**config.mk**
```make
export PLATFORM = sky130hd
export DESIGN_NAME = awgm_top
export DESIGN_NICKNAME = d
export VERILOG_FILES = /design/src/verilog/awgm_chan_scale.v /design/src/verilog/awgm_top.v
export VERILOG_INCLUDE_DIRS = /design/src /design/src/verilog
export SDC_FILE = /design/constraint.sdc
export NUM_CORES = 1
export LEC_CHECK = 0
export ABC_AREA = 1
export BUFFER_PORTS_ARGS = -buffer_cell sky130_fd_sc_hd__clkbuf_2
export CELL_PAD_IN_SITES_DETAIL_PLACEMENT = 0
export CELL_PAD_IN_SITES_GLOBAL_PLACEMENT = 1
export CORE_MARGIN = 3
export CORE_UTILIZATION = 42
export CTS_CLUSTER_SIZE = 24
export DETAILED_ROUTE_END_ITERATION = 10
export PLACE_DENSITY_LB_ADDON = 0.1
export SLEW_MARGIN = 10
export SYNTH_ARGS = -nofsm -noshare
export SYNTH_HDL_FRONTEND = slang
export SYNTH_SLANG_ARGS = --single-unit
```
**constraint.sdc**
```tcl
create_clock -name I_CLOCK -period 5.71 [get_ports I_CLOCK]
set_clock_uncertainty 0.1 [all_clocks]
set_input_delay 0.8565 -clock I_CLOCK [delete_from_list [all_inputs] [get_ports I_CLOCK]]
set_output_delay 0.8565 -clock I_CLOCK [all_outputs]
set_load 0.02 [all_outputs]
```
**src/verilog/awgm_map.vh**
```
`ifndef AWGM_MAP_VH
`define AWGM_MAP_VH
// ****************************************
// sample word layout
// ****************************************
`define AWGM_WORD_W      16
`define AWGM_ANALOG_MSB  15
`define AWGM_ANALOG_LSB  2
`define AWGM_MARKER_MSB  1
`define AWGM_MARKER_LSB  0
`define AWGM_MARKER_W    2
// ****************************************
// trigger, routing and scale
// ****************************************
`define AWGM_TRIG_W      4
`define AWGM_TRIG_RST    4'h0
`define AWGM_SEL_W       3
`define AWGM_ROUTE_OUT1  0
`define AWGM_ROUTE_OUT2  1
`define AWGM_SCALE_W     16
`define AWGM_SCALE_RST   16'hFFFF
`endif

```
**src/verilog/awgm_chan_scale.v**
```verilog
`timescale 1ns/10ps
`default_nettype none
`include "awgm_map.vh"
module awgm_chan_scale
(
  input  wire                     i_clock,
  input  wire                     i_rst,
  input  wire [`AWGM_WORD_W-1:0]  i_word,
  input  wire                     i_valid,
  input  wire [`AWGM_SCALE_W-1:0] i_scale,
  output reg  [`AWGM_WORD_W-1:0]  o_word
);
  wire signed [13:0] analog_s;
  wire signed [30:0] prod;
  // unsigned code to signed around midscale
  // upper fourteen bits are the amplitude, the low two ride along as markers
  assign analog_s = {~i_word[`AWGM_ANALOG_MSB], i_word[`AWGM_ANALOG_MSB-1:`AWGM_ANALOG_LSB]};
  assign prod = analog_s * $signed({1'b0, i_scale});

  // ****************************************
  // per-channel scaling, markers pass untouched while valid
  // ****************************************
  always @(posedge i_clock)
  begin
    if (i_rst)
      o_word <= 16'h8000;
    else if (i_valid)
      o_word <= {~prod[29], prod[28:16], i_word[`AWGM_MARKER_MSB:`AWGM_MARKER_LSB]};
    else
      o_word <= 16'h8000; // idle midscale, markers zero
  end
endmodule
`default_nettype wire

```
**src/verilog/awgm_top.v**
```verilog
`timescale 1ns/10ps
`default_nettype none
`include "awgm_map.vh"
module awgm_top
(
  input  wire                     I_CLOCK,
  input  wire                     I_RST,
  input  wire [`AWGM_WORD_W-1:0]  I_CH1_WORD,
  input  wire                     I_CH1_VALID,
  input  wire [`AWGM_WORD_W-1:0]  I_CH2_WORD,
  input  wire                     I_CH2_VALID,
  input  wire [1:0]               I_CH1_ROUTE,
  input  wire [1:0]               I_CH2_ROUTE,
  input  wire [`AWGM_SCALE_W-1:0] I_CH1_SCALE,
  input  wire [`AWGM_SCALE_W-1:0] I_CH2_SCALE,
  input  wire                     I_SET_TRIG,
  input  wire [`AWGM_TRIG_W-1:0]  I_TRIG_VALUE,
  input  wire                     I_TRIG_DEFER,
  input  wire                     I_PLAYING,
  input  wire [4*`AWGM_SEL_W-1:0] I_CONN_SEL,
  input  wire [3:0]               I_CONN_DRIVE,
  output reg  [`AWGM_WORD_W-1:0]  O_SIG1,
  output reg  [`AWGM_WORD_W-1:0]  O_SIG2,
  output reg  [1:0]               O_MARKER,
  output reg  [`AWGM_TRIG_W-1:0]  O_TRIG,
  output reg  [3:0]               O_CONN,
  output reg  [3:0]               O_CONN_OE,
  output reg                      O_TRIG_PENDING
);
  wire [`AWGM_WORD_W-1:0] ch1_s;
  wire [`AWGM_WORD_W-1:0] ch2_s;
  reg  [1:0]              r1;
  reg  [1:0]              r2;
  reg  [`AWGM_TRIG_W-1:0] pend_value;
  reg  [`AWGM_WORD_W-1:0] next_sig1;
  reg  [`AWGM_WORD_W-1:0] next_sig2;
  reg  [1:0]              next_marker;
  reg  [3:0]              next_conn;
  integer                 k;

  // ****************************************
  // channel scaling
  // ****************************************
  // channel 1 always takes the first wave, channel 2 the second
  awgm_chan_scale u_ch1
  (
    .i_clock (I_CLOCK),
    .i_rst   (I_RST),
    .i_word  (I_CH1_WORD),
    .i_valid (I_CH1_VALID),
    .i_scale (I_CH1_SCALE),
    .o_word  (ch1_s)
  );
  awgm_chan_scale u_ch2
  (
    .i_clock (I_CLOCK),
    .i_rst   (I_RST),
    .i_word  (I_CH2_WORD),
    .i_valid (I_CH2_VALID),
    .i_scale (I_CH2_SCALE),
    .o_word  (ch2_s)
  );

  // route registered alongside samples so both stay aligned
  always @(posedge I_CLOCK)
  begin
    if (I_RST)
    begin
      r1 <= 2'h0;
      r2 <= 2'h0;
    end
    else
    begin
      r1 <= I_CH1_VALID ? I_CH1_ROUTE : 2'h0;
      r2 <= I_CH2_VALID ? I_CH2_ROUTE : 2'h0;
    end
  end

  // sum of two unsigned codes, offset removed, saturated
  function [`AWGM_WORD_W-1:0] mix;
    input [`AWGM_WORD_W-1:0] a;
    input                    ua;
    input [`AWGM_WORD_W-1:0] b;
    input                    ub;
    reg signed [17:0] s;
    begin
      s = 18'sd0;
      if (ua)
        s = s + $signed({2'b00, a[15:2], 2'b00}) - 18'sd32768;
      if (ub)
        s = s + $signed({2'b00, b[15:2], 2'b00}) - 18'sd32768;
      s = s + 18'sd32768;
      if (s < 0)
        s = 18'sd0;
      else if (s > 18'sd65532)
        s = 18'sd65532;
      mix = {s[15:2], (ua ? a[1:0] : 2'b00) | (ub ? b[1:0] : 2'b00)};
    end
  endfunction

  // ****************************************
  // output mixing, markers aligned to samples
  // ****************************************
  always @*
  begin
    next_sig1 = mix(ch1_s, r1[`AWGM_ROUTE_OUT1], ch2_s, r2[`AWGM_ROUTE_OUT1]);
    next_sig2 = mix(ch1_s, r1[`AWGM_ROUTE_OUT2], ch2_s, r2[`AWGM_ROUTE_OUT2]);
    // markers taken from the same cycle as the analog word
    next_marker = ch1_s[`AWGM_MARKER_MSB:`AWGM_MARKER_LSB] | ch2_s[`AWGM_MARKER_MSB:`AWGM_MARKER_LSB];
    for (k = 0; k < 4; k = k + 1)
    begin
      case (I_CONN_SEL[k*`AWGM_SEL_W +: `AWGM_SEL_W])
        3'h0: next_conn[k] = next_marker[0];
        3'h1: next_conn[k] = next_marker[1];
        3'h4: next_conn[k] = O_TRIG[0];
        3'h5: next_conn[k] = O_TRIG[1];
        3'h6: next_conn[k] = O_TRIG[2];
        3'h7: next_conn[k] = O_TRIG[3];
        default: next_conn[k] = 1'b0;
      endcase
    end
  end

  always @(posedge I_CLOCK)
  begin
    if (I_RST)
    begin
      O_SIG1    <= 16'h8000;
      O_SIG2    <= 16'h8000;
      O_MARKER  <= 2'h0;
      O_CONN    <= 4'h0;
      O_CONN_OE <= 4'h0;
    end
    else
    begin
      O_SIG1    <= next_sig1;
      O_SIG2    <= next_sig2;
      O_MARKER  <= next_marker;
      O_CONN    <= next_conn;
      O_CONN_OE <= I_CONN_DRIVE;
    end
  end

  // ****************************************
  // trigger register
  // ****************************************
  // a deferred load waits for playback to end; coarse, command-rate timing
  always @(posedge I_CLOCK)
  begin
    if (I_RST)
    begin
      O_TRIG         <= `AWGM_TRIG_RST;
      O_TRIG_PENDING <= 1'b0;
      pend_value     <= `AWGM_TRIG_RST;
    end
    else if (I_SET_TRIG && I_TRIG_DEFER && I_PLAYING)
    begin
      O_TRIG_PENDING <= 1'b1;
      pend_value     <= I_TRIG_VALUE;
    end
    else if (I_SET_TRIG)
    begin
      O_TRIG         <= I_TRIG_VALUE; // bit0 drives trigger 1
      O_TRIG_PENDING <= 1'b0;
    end
    else if (O_TRIG_PENDING && !I_PLAYING)
    begin
      O_TRIG         <= pend_value;
      O_TRIG_PENDING <= 1'b0;
    end
  end
endmodule
`default_nettype wire
```
==> results by stage, run 1 <==
Place:
- During placement, the flow inserted port buffers numbering ~140.
- The count of placed standard cells including taps is 4026.
- The HPWL reported at the end of detailed placement is 51.3 mm.
- The cell area reported after detailed placement is between 20000 and 25000 sq um.
- The placer's final routability congestion estimate is approximately 0.88.

Clock tree:
- The total CTS buffers is 9.
- The H-tree generated during clock tree synthesis spans 3 levels.
- Clock tree synthesis selected as its root buffer the cell sky130_fd_sc_hd__clkbuf_16.
- The buffer levels on the longest clock path is 2.
- Clock-pin slew was measured on the worst setup and hold paths at ~0.070 ns.
- The count of hold-fix buffers inserted at cts is 0.
- TritonCTS built the clock tree.
- The number of sinks handled by clock tree synthesis is 87.
- For the worst-skew pair, the clock arrives at the later sink with an insertion delay of approximately 0.35 ns.

Routing:
- In this run, the number of DRC markers left after iteration 0 of detailed routing was approximately 1200.
- The first-pass iteration count of the detailed router is 5.
- The total via count in the routed design is around 19000.
- The routed length per placed instance is around 14 um.
- The antenna violation net count after detailed routing is 0.
- After detailed routing, the number of remaining DRC violations is 0.
- The via density per instance is around 4.7.
- The routed wire length is 57.2 mm.

Floorplan:
- The die is between 200 and 250 um wide.
- The die outline height is 234 um.
- The floorplan core area is roughly 50000 sq um.
- The floorplan step defined a die boundary enclosing between 50000 and 60000 sq um.
- For this design the top-level I/O count stands at 142.
- For this configuration, the core starts out at a cell density of 0.430.
- The floorplan has 82 rows.

STA:
- The final critical path time including I/O delays and setup is around 5.5 ns.
- The pin slew with the least headroom to its limit is ~0.84 ns.
- The final count of negative-setup-slack endpoints is 0.
- The count of final hold-check violations was 0.
- The worst slew margin relative to its limit is 0.441.
- Setup repair after global routing could not meet its margin everywhere.
- Static timing analysis puts the maximum clock frequency at between 150 and 200 MHz.
- Of the available clock period, the critical path in the final layout requires 0.968.
- The tightest hold path in the finished design has a slack of 0.352 ns.
- The final count of pins violating max slew is 0.

Synth:
- The average footprint of a synthesized cell is ~7.0 sq um.
- Ranked by total cell area, the synthesized netlist is headed by sky130_fd_sc_hd__fa_1 31%, sky130_fd_sc_hd__ha_1 15%, sky130_fd_sc_hd__inv_1 15%.
- After technology mapping, the gate count stands at roughly 3100.
- The most used flip-flop cell after synthesis is sky130_fd_sc_hd__dfxtp_1.
- The number of different library cells in the post-synthesis netlist is 40.
- After synthesis, the share of flip-flops with an asynchronous set or reset is 0.
- The number of synthesized flops with an enable pin is 0.
- Synthesis inferred between 80 and 90 register bits.
- Of all cell types, the one taking the most synthesized area is sky130_fd_sc_hd__fa_1.
- The sequential area share after synthesis is 0.0800.
- The number of nets produced by synthesis is approximately 3800.
- The share of synthesized area in the top cell type comes to 0.307.
- By count the netlist is led by 885 x sky130_fd_sc_hd__inv_1, 845 x sky130_fd_sc_hd__nand2_1, 334 x sky130_fd_sc_hd__fa_1, 266 x sky130_fd_sc_hd__ha_1, 184 x sky130_fd_sc_hd__nor2_1.
- The most instantiated library cell after synthesis is sky130_fd_sc_hd__inv_1.
- The netlist area before placement is 21800 sq um.
- For this run, the number of Yosys warnings is 0.

Worst setup path:
- The signal arrival time at the worst endpoint is roughly 5.7 ns.
- The kind of end point of the critical path is a flip-flop.
- The critical path start-end classification is input pin to flip-flop.
- The worst reg2reg path startpoint is r1[0]$_SDFF_PP0_.
- In this run the worst path has a maximum fanout of 9.
- The highest-delay cell along the critical path is sky130_fd_sc_hd__fa_1.
- The delay of the slowest cell on the worst path is around 0.52 ns.
- The buffering stage count on the worst path with inverters included is 10.
- The number of cells on the worst reg-to-reg path is 17.
- The critical path startpoint category is an input pin.
- In this run the critical register-to-register path is captured at O_SIG1[3]$_SDFF_PP0_.
- The number of logic stages on the critical path including buffering is 26.
- STA puts the critical path data required time at 5.89 ns.
- The gate family responsible for the most delay along the worst path is adder cells.
- The minimum setup slack among reg-to-reg paths is ~1.6 ns.
- The worst setup path startpoint is I_CH2_WORD[5].
- Among the stages of the critical path, the cell type that occurs most often is sky130_fd_sc_hd__inv_1.
- The end point of the critical path is u_ch2.o_word[12]$_SDFF_PP0_.

Power and ir drop:
- In this run the power density over the cells is 595 nW/um^2.
- The reported leakage power is 15.4 nW.
- The largest vdd supply drop is ~0.58 mV.

Global route:
- The maximum number of pins on one net before global-route repair is 20.
- In the global route stage, overall resource usage came out at 0.219.
- The first global-routing pass estimated between 90 and 100 mm of wire.
- The number of antenna violations at the first check in global routing is 0.
- The via count of the first global-routing pass is 19411.
- After global routing the overflow that remains totals 0.

Finish:
- The number of inserted filler cells in the final layout is 5340.
- Registers take around 1700 sq um.
- The design area is 25000 sq um.
- The layout cell share with drive strength beyond 1 is 0.139.
- Compared with the post-synthesis result, the final layout area differs by 14.7%.
- Summing all multi-input logic gate instances after layout gives about 17000 sq um.
- Leaving out filler cells and counting taps, the final layout contains around 4000.
- The number of antenna diodes in the final layout is 0.
- The layout net count is slightly above 4000.

Run:
- The number of max-cap violations is 0.

Outcome:
- The flow ran to the end, and the final reports show no timing, DRC or antenna violations.

Min path:
- The type of the tightest min-delay check is flip-flop to flip-flop.
registers in the layout, summed over array words and instances (netlist names), 4 cells and up:
| signal | flops |
|---|---|
| O_TRIG | 4 |
| u_ch2.o_word | 16 |
| O_SIG1 | 16 |
| O_SIG2 | 16 |
| O_CONN_OE | 4 |
| pend_value | 4 |
| O_CONN | 4 |
| u_ch1.o_word | 16 |
tightest hold or removal path, stage by stage, from the launching register on:
cell and delay (ns):
sky130_fd_sc_hd__dfxtp_1 0.32, sky130_fd_sc_hd__inv_1 0.05, sky130_fd_sc_hd__a21oi_1 0.05
worst min path at each step:
stage                                from                    endpoint  slack, ns  depth (start not counted)
2_1_floorplan  pend_value[2]$_SDFFE_PP0P_  pend_value[2]$_SDFFE_PP0P_       0.32                          2
3_3_place_gp   pend_value[3]$_SDFFE_PP0P_  pend_value[3]$_SDFFE_PP0P_       0.33                          2
3_5_place_dp   pend_value[3]$_SDFFE_PP0P_  pend_value[3]$_SDFFE_PP0P_       0.34                          2
4_1_cts        pend_value[3]$_SDFFE_PP0P_  pend_value[3]$_SDFFE_PP0P_       0.35                          2
5_1_grt        pend_value[3]$_SDFFE_PP0P_  pend_value[3]$_SDFFE_PP0P_       0.39                          2
6_report       pend_value[3]$_SDFFE_PP0P_  pend_value[3]$_SDFFE_PP0P_       0.35                          2
cells in the final DEF, fill, tap and decap left out, types with 18 or more instances in the layout:
| master | instances |
|---|---|
| sky130_fd_sc_hd__nor2_2 | 38 |
| sky130_fd_sc_hd__inv_1 | 884 |
| sky130_fd_sc_hd__a21oi_1 | 109 |
| sky130_fd_sc_hd__clkbuf_2 | 122 |
| sky130_fd_sc_hd__buf_4 | 184 |
| sky130_fd_sc_hd__o21ai_0 | 57 |
| sky130_fd_sc_hd__nand2_1 | 837 |
| sky130_fd_sc_hd__fa_1 | 329 |
| sky130_fd_sc_hd__nor2_1 | 165 |
| sky130_fd_sc_hd__nand3_1 | 83 |
| sky130_fd_sc_hd__nand2_2 | 18 |
| sky130_fd_sc_hd__ha_1 | 258 |
| sky130_fd_sc_hd__dfxtp_1 | 87 |
metrics by stage:
step	utilization	setup slack, ns	total power, mW	setup TNS (ns)
floorplan	-	0.00488	8.81	0
global placement	0.480	-0.344	13.3	-4.63
detailed placement	0.480	-0.411	13.3	-5.81
CTS	0.487	0.0272	14.0	0
global route	0.493	-0.0346	16.9	-0.0842
finish	0.493	0.185	14.9	0
per-layer routing:
layer,up-vias,part of all wire,global-route usage
met5,-,0,0
met4,0,0.010,0.0302
met3,39,0.039,0.0163
met2,340,0.45,0.359
met1,9118,0.50,0.324
li1,9553,-,-
final cells by class:
class                      instances  share of cell area
clock buffer                       9             0.00902
clock inverter                     7             0.00321
inverter                         894               0.134
multi-input combinational       2046               0.662
sequential                        87              0.0698
tap                              672              0.0337
timing repair buffer             328              0.0876
logic make-up after synthesis:
group / Yosys count / synth area share
XOR/XNOR: 15 / 0.00603
AO/OA/AOI/OAI: 216 / 0.0530
flip-flops: 87 / 0.0800
buffers and inverters: 996 / 0.174
adder cells (fa/ha/maj): 600 / 0.460
AND/OR/NAND/NOR: 1215 / 0.227
repair_timing:
action                     CTS  global route
buffers inserted             0             1
gates resized for setup      1            97
setup endpoints to repair    1            28
pin swaps                    0            17
report_power, final:
group / total, mW / internal, mW / switching (mW)
sequential: 0.785 / 0.708 / 0.0768
combinational: 13.5 / 5.50 / 7.95
clock: 0.616 / 0.346 / 0.270
total: 14.9 / 6.56 / 8.30
Note: power is estimated with default switching activity, not from simulation.
==> inputs of run 2 (changes only) <==
--- a/config.mk
+++ b/config.mk
@@ -6,12 +6,12 @@
 export SDC_FILE = /design/constraint.sdc
 export NUM_CORES = 1
 export LEC_CHECK = 0
-export ABC_AREA = 1
+export ABC_AREA = 0
 export BUFFER_PORTS_ARGS = -buffer_cell sky130_fd_sc_hd__clkbuf_2
 export CELL_PAD_IN_SITES_DETAIL_PLACEMENT = 0
 export CELL_PAD_IN_SITES_GLOBAL_PLACEMENT = 1
 export CORE_MARGIN = 3
-export CORE_UTILIZATION = 42
+export CORE_UTILIZATION = 44
 export CTS_CLUSTER_SIZE = 24
 export DETAILED_ROUTE_END_ITERATION = 10
 export PLACE_DENSITY_LB_ADDON = 0.1
==> results by stage, run 2 <==
Outcome:
- The flow ran to the end, but the final reports show violations.
- The checks that failed: negative setup slack.

Finish:
- Leaving out fill and tap cells, the most frequent cell in the layout is sky130_fd_sc_hd__inv_1.
- The final cell count without fillers is around 3000.
- The layout cell share with drive strength beyond 1 is 0.196.
- Relative to the synthesized area, the layout overhead comes to 19.6%.
- Counting the fill cells in the layout gives approximately 4200.
- The net count of the finished layout is 3149.
- Leaving out fill and tap cells, the most frequent cells in the layout are 414 x sky130_fd_sc_hd__inv_1, 324 x sky130_fd_sc_hd__fa_1, 249 x sky130_fd_sc_hd__ha_1.

Floorplan:
- The initial utilization of the core area, before any placement, comes to 0.447.
- Measured along the x axis, the die boundary spans roughly 220 um.
- In this run the vertical extent of the chip is 216 um.
- The initialized floorplan defines 76 standard-cell rows.
- The area enclosed by the die boundary is around 46000 sq um.
- The total I/O pin count is between 100 and 150.
- The floorplan core area is ~43000 sq um.

STA:
- Final hold analysis gives a worst-case slack of between 0.4 and 0.5 ns.
- The count of final hold-check violations is 0.
- Setup repair after global routing could not meet its margin everywhere.
- After routing, the total negative slack on setup checks comes to -3.10 ns.
- For the pin with the worst max-slew slack, the measured transition is 0.936 ns.
- Measured against its own limit, the worst slew margin works out to 0.375.
- The final count of pins violating max slew is 0.
- The period utilization is 1.05.
- The maximum operating frequency is roughly 170 MHz.
- The final critical path time including I/O delays and setup is around 6 ns.
- The final worst setup slack is -0.295 ns.
- Setup violations remaining at the end of the flow were counted as 22.

Synth:
- By count the netlist is led by 427 x sky130_fd_sc_hd__inv_1, 334 x sky130_fd_sc_hd__fa_1, 266 x sky130_fd_sc_hd__ha_1, 259 x sky130_fd_sc_hd__and2_1, 217 x sky130_fd_sc_hd__nand2_1.
- After technology mapping, the gate count stands at 2194.
- In the synthesized netlist the async set-or-reset flop fraction comes to 0.
- The sequential area share after synthesis is 0.0902.
- Yosys printed 0 warnings.
- The cell type with the largest total area after synthesis is sky130_fd_sc_hd__fa_1.
- The most instantiated library cell after synthesis is sky130_fd_sc_hd__inv_1.
- The number of different library cells in the post-synthesis netlist is between 50 and 60.
- The synthesized flop and latch total is just under 90.
- Sorting the synthesized cells by area gives the leading types as sky130_fd_sc_hd__fa_1 35%, sky130_fd_sc_hd__ha_1 17%, sky130_fd_sc_hd__dfxtp_1 9.0%.
- The most used flip-flop cell after synthesis is sky130_fd_sc_hd__dfxtp_1.
- The netlist area before placement is between 15000 and 20000 sq um.
- Yosys mapped a number of flops with a built-in enable equal to 0.
- The average footprint of a synthesized cell is approximately 8.8 sq um.
- The number of nets handed over by synthesis was about 2900.
- Of the post-synthesis cell area, the dominant cell type holds 0.346.

Routing:
- The routed wire length is ~47 mm.
- In the final routed layout, each cell accounts on average for 15.4 um.
- Using the TritonRoute via totals, the vias-per-cell ratio works out to approximately 5.
- For this run, design rule violations remaining after detail routing come to 0.
- In this run the remaining antenna-violating nets after routing total 0.
- The total via count in the routed design is ~15000.
- The violation count after the first detailed-routing iteration is approximately 440.
- The first-pass iteration count of the detailed router is 4.

Power and ir drop:
- Power comes to approximately 13 mW.
- The reported leakage power is between 10 and 15 nW.
- The power density of the placed cells is around 550 nW/um^2.
- VDD sags by at most between 0.5 and 0.6 mV.

Place:
- At the placement stage, the worst setup path has a slack of -0.817 ns.
- Buffers placed on the I/O ports in this run total around 140.
- Detailed placement ended at an HPWL of 40.9 mm.
- At the end of routability-driven placement, the weighted congestion stood at approximately 0.9.
- The count of placed standard cells including taps is 3015.

Clock tree:
- The total CTS buffers is 9.
- The CTS tree is built.
- The number of sinks handled by clock tree synthesis is between 80 and 90.
- The buffer levels on the longest clock path is 2.
- Clock latency on the worst-skew pair, taken at its later pin, is between 0.3 and 0.4 ns.
- The count of H-tree levels built during CTS is 3.
- The root buffer cell is sky130_fd_sc_hd__clkbuf_16.
- After clock tree synthesis, the clock-pin slew on the worst setup and hold paths is roughly 0.060 ns.
- The count of hold-fix buffers inserted at cts is 0.

Worst setup path:
- The critical path is of the input pin to flip-flop type.
- The worst setup path is launched from an input pin.
- The largest fanout of any net on the critical path is 6.
- The required time of the critical path is 5.89 ns.
- The signal arrival time at the worst endpoint is approximately 6.2 ns.
- Setup slack on the worst reg-to-reg path comes out at 1.25 ns.
- The kind of end point of the critical path is a flip-flop.

Global route:
- The via count of the first global-routing pass is between 15000 and 20000.
- The number of antenna violations at the first check in global routing is 1.
- Entering global routing, the biggest net connects 36 pins.
- The most used routing layer in global routing is met2.
- For met1 alone, demand over resource in global routing was 0.264.
- The wire length of the first global-routing pass is a little over 80 mm.
- In the global route stage, met3 resource usage came out at 0.0207.
- For this run, global-route usage on met2 was measured as 0.395.
- The global routing usage summed across all routing layers is 0.212.
- The total global routing overflow is 0.

Run:
- Across the run, the number of max-cap violations was 0.

Min path:
- The type of the tightest min-delay check is flip-flop to flip-flop.
## run 2: cells by family after synthesis
kind of cell             Yosys count  synth area share
adder cells (fa/ha/maj)          600             0.519
flip-flops                        87            0.0902
multiplexers                      18            0.0122
AND/OR/NAND/NOR                  740             0.193
XOR/XNOR                          52            0.0236
AO/OA/AOI/OAI                    190            0.0639
buffers and inverters            507            0.0987
## run 2: stage by stage
step / area [sq um] / util
2_1_floorplan: 19600 / -
3_3_place_gp: 21900 / 0.508
3_5_place_dp: 21900 / 0.508
4_1_cts: 22900 / 0.530
5_1_grt: 23100 / 0.535
6_report: 23100 / 0.535
## run 2: worst max-delay path, stage by stage
cell                        delay [ns]
sky130_fd_sc_hd__clkbuf_16        0.13
sky130_fd_sc_hd__and2_4           0.15
sky130_fd_sc_hd__fa_1             0.55
sky130_fd_sc_hd__inv_1            0.05
sky130_fd_sc_hd__fa_1             0.49
sky130_fd_sc_hd__inv_2            0.04
sky130_fd_sc_hd__fa_1             0.51
sky130_fd_sc_hd__fa_1             0.45
sky130_fd_sc_hd__fa_1             0.50
sky130_fd_sc_hd__inv_1            0.05
sky130_fd_sc_hd__fa_1             0.49
sky130_fd_sc_hd__inv_2            0.05
sky130_fd_sc_hd__ha_4             0.21
sky130_fd_sc_hd__a21o_1           0.19
sky130_fd_sc_hd__and3_1           0.18
sky130_fd_sc_hd__a211o_1          0.27
sky130_fd_sc_hd__o2111ai_2        0.19
sky130_fd_sc_hd__nand3_2          0.13
sky130_fd_sc_hd__o21a_1           0.23
sky130_fd_sc_hd__o41ai_2          0.24
sky130_fd_sc_hd__mux2i_1          0.21
## run 2: layer usage
metal	share of wire	up-vias	routed length, um
met3	0.027	66	1290
li1	-	7279	-
met4	0.024	0	1150
met5	0	-	0
met2	0.51	233	24100
met1	0.43	7286	20400
## run 2: area by class of cell
| cell class | count | area (sq um) | share of cell area |
|---|---|---|---|
| tap | 585 | 732 | 0.0317 |
| clock buffer | 10 | 239 | 0.0103 |
| clock inverter | 6 | 36.3 | 0.00157 |
| sequential | 87 | 1740 | 0.0754 |
| multi-input combinational | 1600 | 16200 | 0.703 |
| inverter | 427 | 1600 | 0.0694 |
| timing repair buffer | 329 | 2510 | 0.109 |
| antenna | 1 | 2.50 | 0.000108 |
## run 2: worst paths after layout
path | endpoint | startpoint | cells after the start
max | u_ch2.o_word[14]$_SDFF_PP0_ | I_CH2_SCALE[10] | 21
min | pend_value[1]$_SDFFE_PP0P_ | pend_value[1]$_SDFFE_PP0P_ | 2
max reg2reg | O_SIG1[2]$_SDFF_PP0_ | r1[0]$_SDFF_PP0_ | 16
min reg2reg | pend_value[1]$_SDFFE_PP0P_ | pend_value[1]$_SDFFE_PP0P_ | 2
## run 2: power by group
group / internal (mW) / leakage, nW / total [mW] / switching, mW
clock: 0.304 / 0.138 / 0.540 / 0.236
combinational: 5.81 / 11.2 / 11.4 / 5.57
sequential: 0.708 / 0.714 / 0.770 / 0.0620
## run 2: timing repair
| item | CTS | global route |
|---|---|---|
| gates resized for setup | 126 | 53 |
| buffers inserted | 7 | 5 |
| gates cloned | 0 | 1 |
| endpoints found under the setup margin | 26 | 27 |
| pin swaps | 50 | 35 |
==> inputs of run 3 (changes only) <==
--- a/config.mk
+++ b/config.mk
@@ -11,7 +11,8 @@
 export CELL_PAD_IN_SITES_DETAIL_PLACEMENT = 0
 export CELL_PAD_IN_SITES_GLOBAL_PLACEMENT = 1
 export CORE_MARGIN = 3
-export CORE_UTILIZATION = 44
+export CORE_UTILIZATION = 45
+export CTS_BUF_LIST = sky130_fd_sc_hd__clkbuf_8
 export CTS_CLUSTER_SIZE = 24
 export DETAILED_ROUTE_END_ITERATION = 10
 export PLACE_DENSITY_LB_ADDON = 0.1
==> results by stage, run 3 (synthesis results as in run 2) <==
Outcome:
- The flow ran to the end, but the final reports show violations.
- The final reports fail on negative setup slack.

Place:
- Detailed placement finished with a half-perimeter wire length of about 40 mm.
- The count of placed standard cells including taps is between 2000 and 3000.
- Port buffering added ~140 buffers.
- The placer's final routability congestion estimate is slightly below 0.9.

Worst setup path:
- The kind of end point of the critical path is a flip-flop.
- Data arrives at the worst endpoint at slightly above 6 ns.
- Along the worst path, the maximum fanout reaches 5.
- The critical path startpoint category is an input pin.
- The required time of the critical path is 5.90 ns.
- The critical path start-end classification is input pin to flip-flop.

Power and ir drop:
- The clock share of power is 0.032.
- The total power is approximately 12 mW.
- The fraction of power spent switching nets is 0.466.
- The share of total power dissipated in sequential elements is 0.062.
- The relative contribution of combinational cells to total power is 0.906.
- The reported leakage power is between 10 and 15 nW.
- VDD sags by at most between 0.5 and 0.6 mV.
- Dividing total power by cell area gives a power density of between 500 and 600 nW/um^2.
- In this run the power spent charging and discharging nets is a little under 6 mW.
- Cell internal power was estimated by the tool at roughly 6.6 mW.

Floorplan:
- The initial utilization of the core area, before any placement, comes to 0.458.
- The area enclosed by the die boundary is about 45000 sq um.
- In this run the standard cell core region covers 42100 sq um.
- The die outline height is ~210 um.
- The site row count is 75.
- about 140 I/O pins were placed.
- Measured along the x axis, the die boundary spans approximately 210 um.

Clock tree:
- The number of sinks handled by clock tree synthesis is 87.
- The worst-skew pair later-pin latency is between 0.3 and 0.4 ns.
- The clock tree synthesis step divided the H-tree into 3 levels.
- The number of hold buffers added after CTS was 0.
- TritonCTS built the clock tree.
- The total CTS buffers is 9.
- The tree is rooted in a sky130_fd_sc_hd__clkbuf_8.
- The buffer levels on the longest clock path is 2.
- The post-CTS clock slew at the launch and capture registers of the worst setup and hold paths is around 0.09 ns.

Finish:
- In the final layout, the share of cells above drive strength 1 is 0.205.
- The final cell count without fillers is around 3000.
- The area growth from synthesis to layout is 18.7%.
- Once layout is complete, the utilization of the core stands at 0.544.
- Leaving out fill and tap cells, the most frequent cell in the layout is sky130_fd_sc_hd__inv_1.
- The number of inserted filler cells in the final layout is about 4000.
- In the layout the commonest cells are 407 x sky130_fd_sc_hd__inv_1, 325 x sky130_fd_sc_hd__fa_1, 246 x sky130_fd_sc_hd__ha_1.
- The layout net count is 3143.

Routing:
- The pre-antenna-repair detailed-routing pass consisted of 4 iterations.
- The routed layout has 14829 vias.
- The count of nets left with antenna violations once routing finished came out at 0.
- Dividing the detail-routed wire length by the instance count gives 15.5 um.
- In this run, the number of DRC markers left after iteration 0 of detailed routing was roughly 480.
- After detailed routing, the total wire length is roughly 46 mm.
- The detailed-route DRC error count is 0.
- The via density per instance is 4.95.

STA:
- The worst-case hold slack is 0.407 ns.
- Headroom to the max-slew limit came out at 0.230.
- The final count of pins violating max slew is 0.
- Setup repair after global routing could not meet its margin everywhere.
- The final count of negative-setup-slack endpoints is 18.
- The count of final hold-check violations is 0.
- The final critical path time including I/O delays and setup is 5.95 ns.
- The post-route setup TNS is -2.60 ns.
- The period utilization is 1.04.
- After layout, the worst setup slack is -0.243 ns.
- Static timing analysis puts the maximum clock frequency at approximately 170 MHz.
- At the pin with the least slew margin, the transition time is about 1.2 ns.

Global route:
- The total global routing overflow is 0.
- The via count of the first global-routing pass came to 15991.
- The number of antenna violations at the first check in global routing is 1.
- Entering global routing, the biggest net connects 36 pins.
- The global routing usage summed across all routing layers is 0.214.
- The wire length of the first global-routing pass is slightly below 80 mm.

Run:
- The number of max-cap violations is 0.

Min path:
- The type of the tightest min-delay check is flip-flop to flip-flop.
## run 3: metrics by stage
stage / cell area, sq um / setup slack, ns
6_report: 22900 / -0.243
5_1_grt: 22900 / -0.449
4_1_cts: 22600 / -0.254
3_5_place_dp: 21800 / -0.855
3_3_place_gp: 21800 / -0.797
2_1_floorplan: 19600 / -0.464
## run 3: cell type report
| class | instances | area (sq um) | share of cell area |
|---|---|---|---|
| multi-input cells | 1600 | 16300 | 0.712 |
| flip-flops and latches | 87 | 1740 | 0.0759 |
| diodes | 1 | 2.50 | 0.000109 |
| clock buffers | 10 | 138 | 0.00600 |
| inverters | 427 | 1600 | 0.0699 |
| well taps | 539 | 674 | 0.0294 |
| repair buffers | 323 | 2410 | 0.105 |
| clock inverters | 6 | 43.8 | 0.00191 |
## run 3: power by group through the flow
stage	Clock, mW	Combinational, mW	Sequential (mW)
after floorplan	0	6.60	0.778
after global placement	0	9.66	0.786
after detailed placement	0	9.77	0.784
after CTS	0.416	10.8	0.770
after global routing	0.434	12.8	0.778
final	0.393	11.3	0.770
## run 3: worst max-delay path, cell delays in order
cell                       delay, ns
sky130_fd_sc_hd__buf_8          0.11
sky130_fd_sc_hd__buf_6          0.12
sky130_fd_sc_hd__and2_4         0.15
sky130_fd_sc_hd__fa_1           0.54
sky130_fd_sc_hd__inv_2          0.04
sky130_fd_sc_hd__fa_1           0.50
sky130_fd_sc_hd__inv_1          0.05
sky130_fd_sc_hd__fa_1           0.51
sky130_fd_sc_hd__fa_2           0.46
sky130_fd_sc_hd__fa_1           0.53
sky130_fd_sc_hd__inv_2          0.04
sky130_fd_sc_hd__fa_1           0.52
sky130_fd_sc_hd__inv_2          0.05
sky130_fd_sc_hd__ha_4           0.27
sky130_fd_sc_hd__and3_4         0.17
sky130_fd_sc_hd__and2_4         0.14
sky130_fd_sc_hd__o211ai_1       0.15
sky130_fd_sc_hd__a21o_1         0.22
sky130_fd_sc_hd__a21oi_2        0.20
sky130_fd_sc_hd__nor4_2         0.06
sky130_fd_sc_hd__or3_1          0.31
sky130_fd_sc_hd__a21oi_1        0.15
## run 3: final timing paths
path	cells after the start	end	start	slack (ns)
min reg2reg	2	pend_value[0]$_SDFFE_PP0P_	pend_value[0]$_SDFFE_PP0P_	0.41
max	22	u_ch1.o_word[13]$_SDFF_PP0_	I_CH1_WORD[6]	-0.24
min	2	pend_value[0]$_SDFFE_PP0P_	pend_value[0]$_SDFFE_PP0P_	0.41
max reg2reg	16	O_SIG1[2]$_SDFF_PP0_	r1[0]$_SDFF_PP0_	1.19
## run 3: per-layer routing
metal	part of all wire	track usage	up-vias
met4	0.024	0.0483	0
li1	-	-	7256
met5	0	0	-
met1	0.43	0.271	7289
met2	0.51	0.396	224
met3	0.031	0.0207	60
## run 3: repair_timing
item,in CTS,in global routing
resized for setup,112,105
pin swaps,67,55
buffers inserted,13,4
gates cloned,0,1
setup endpoints to repair,26,26
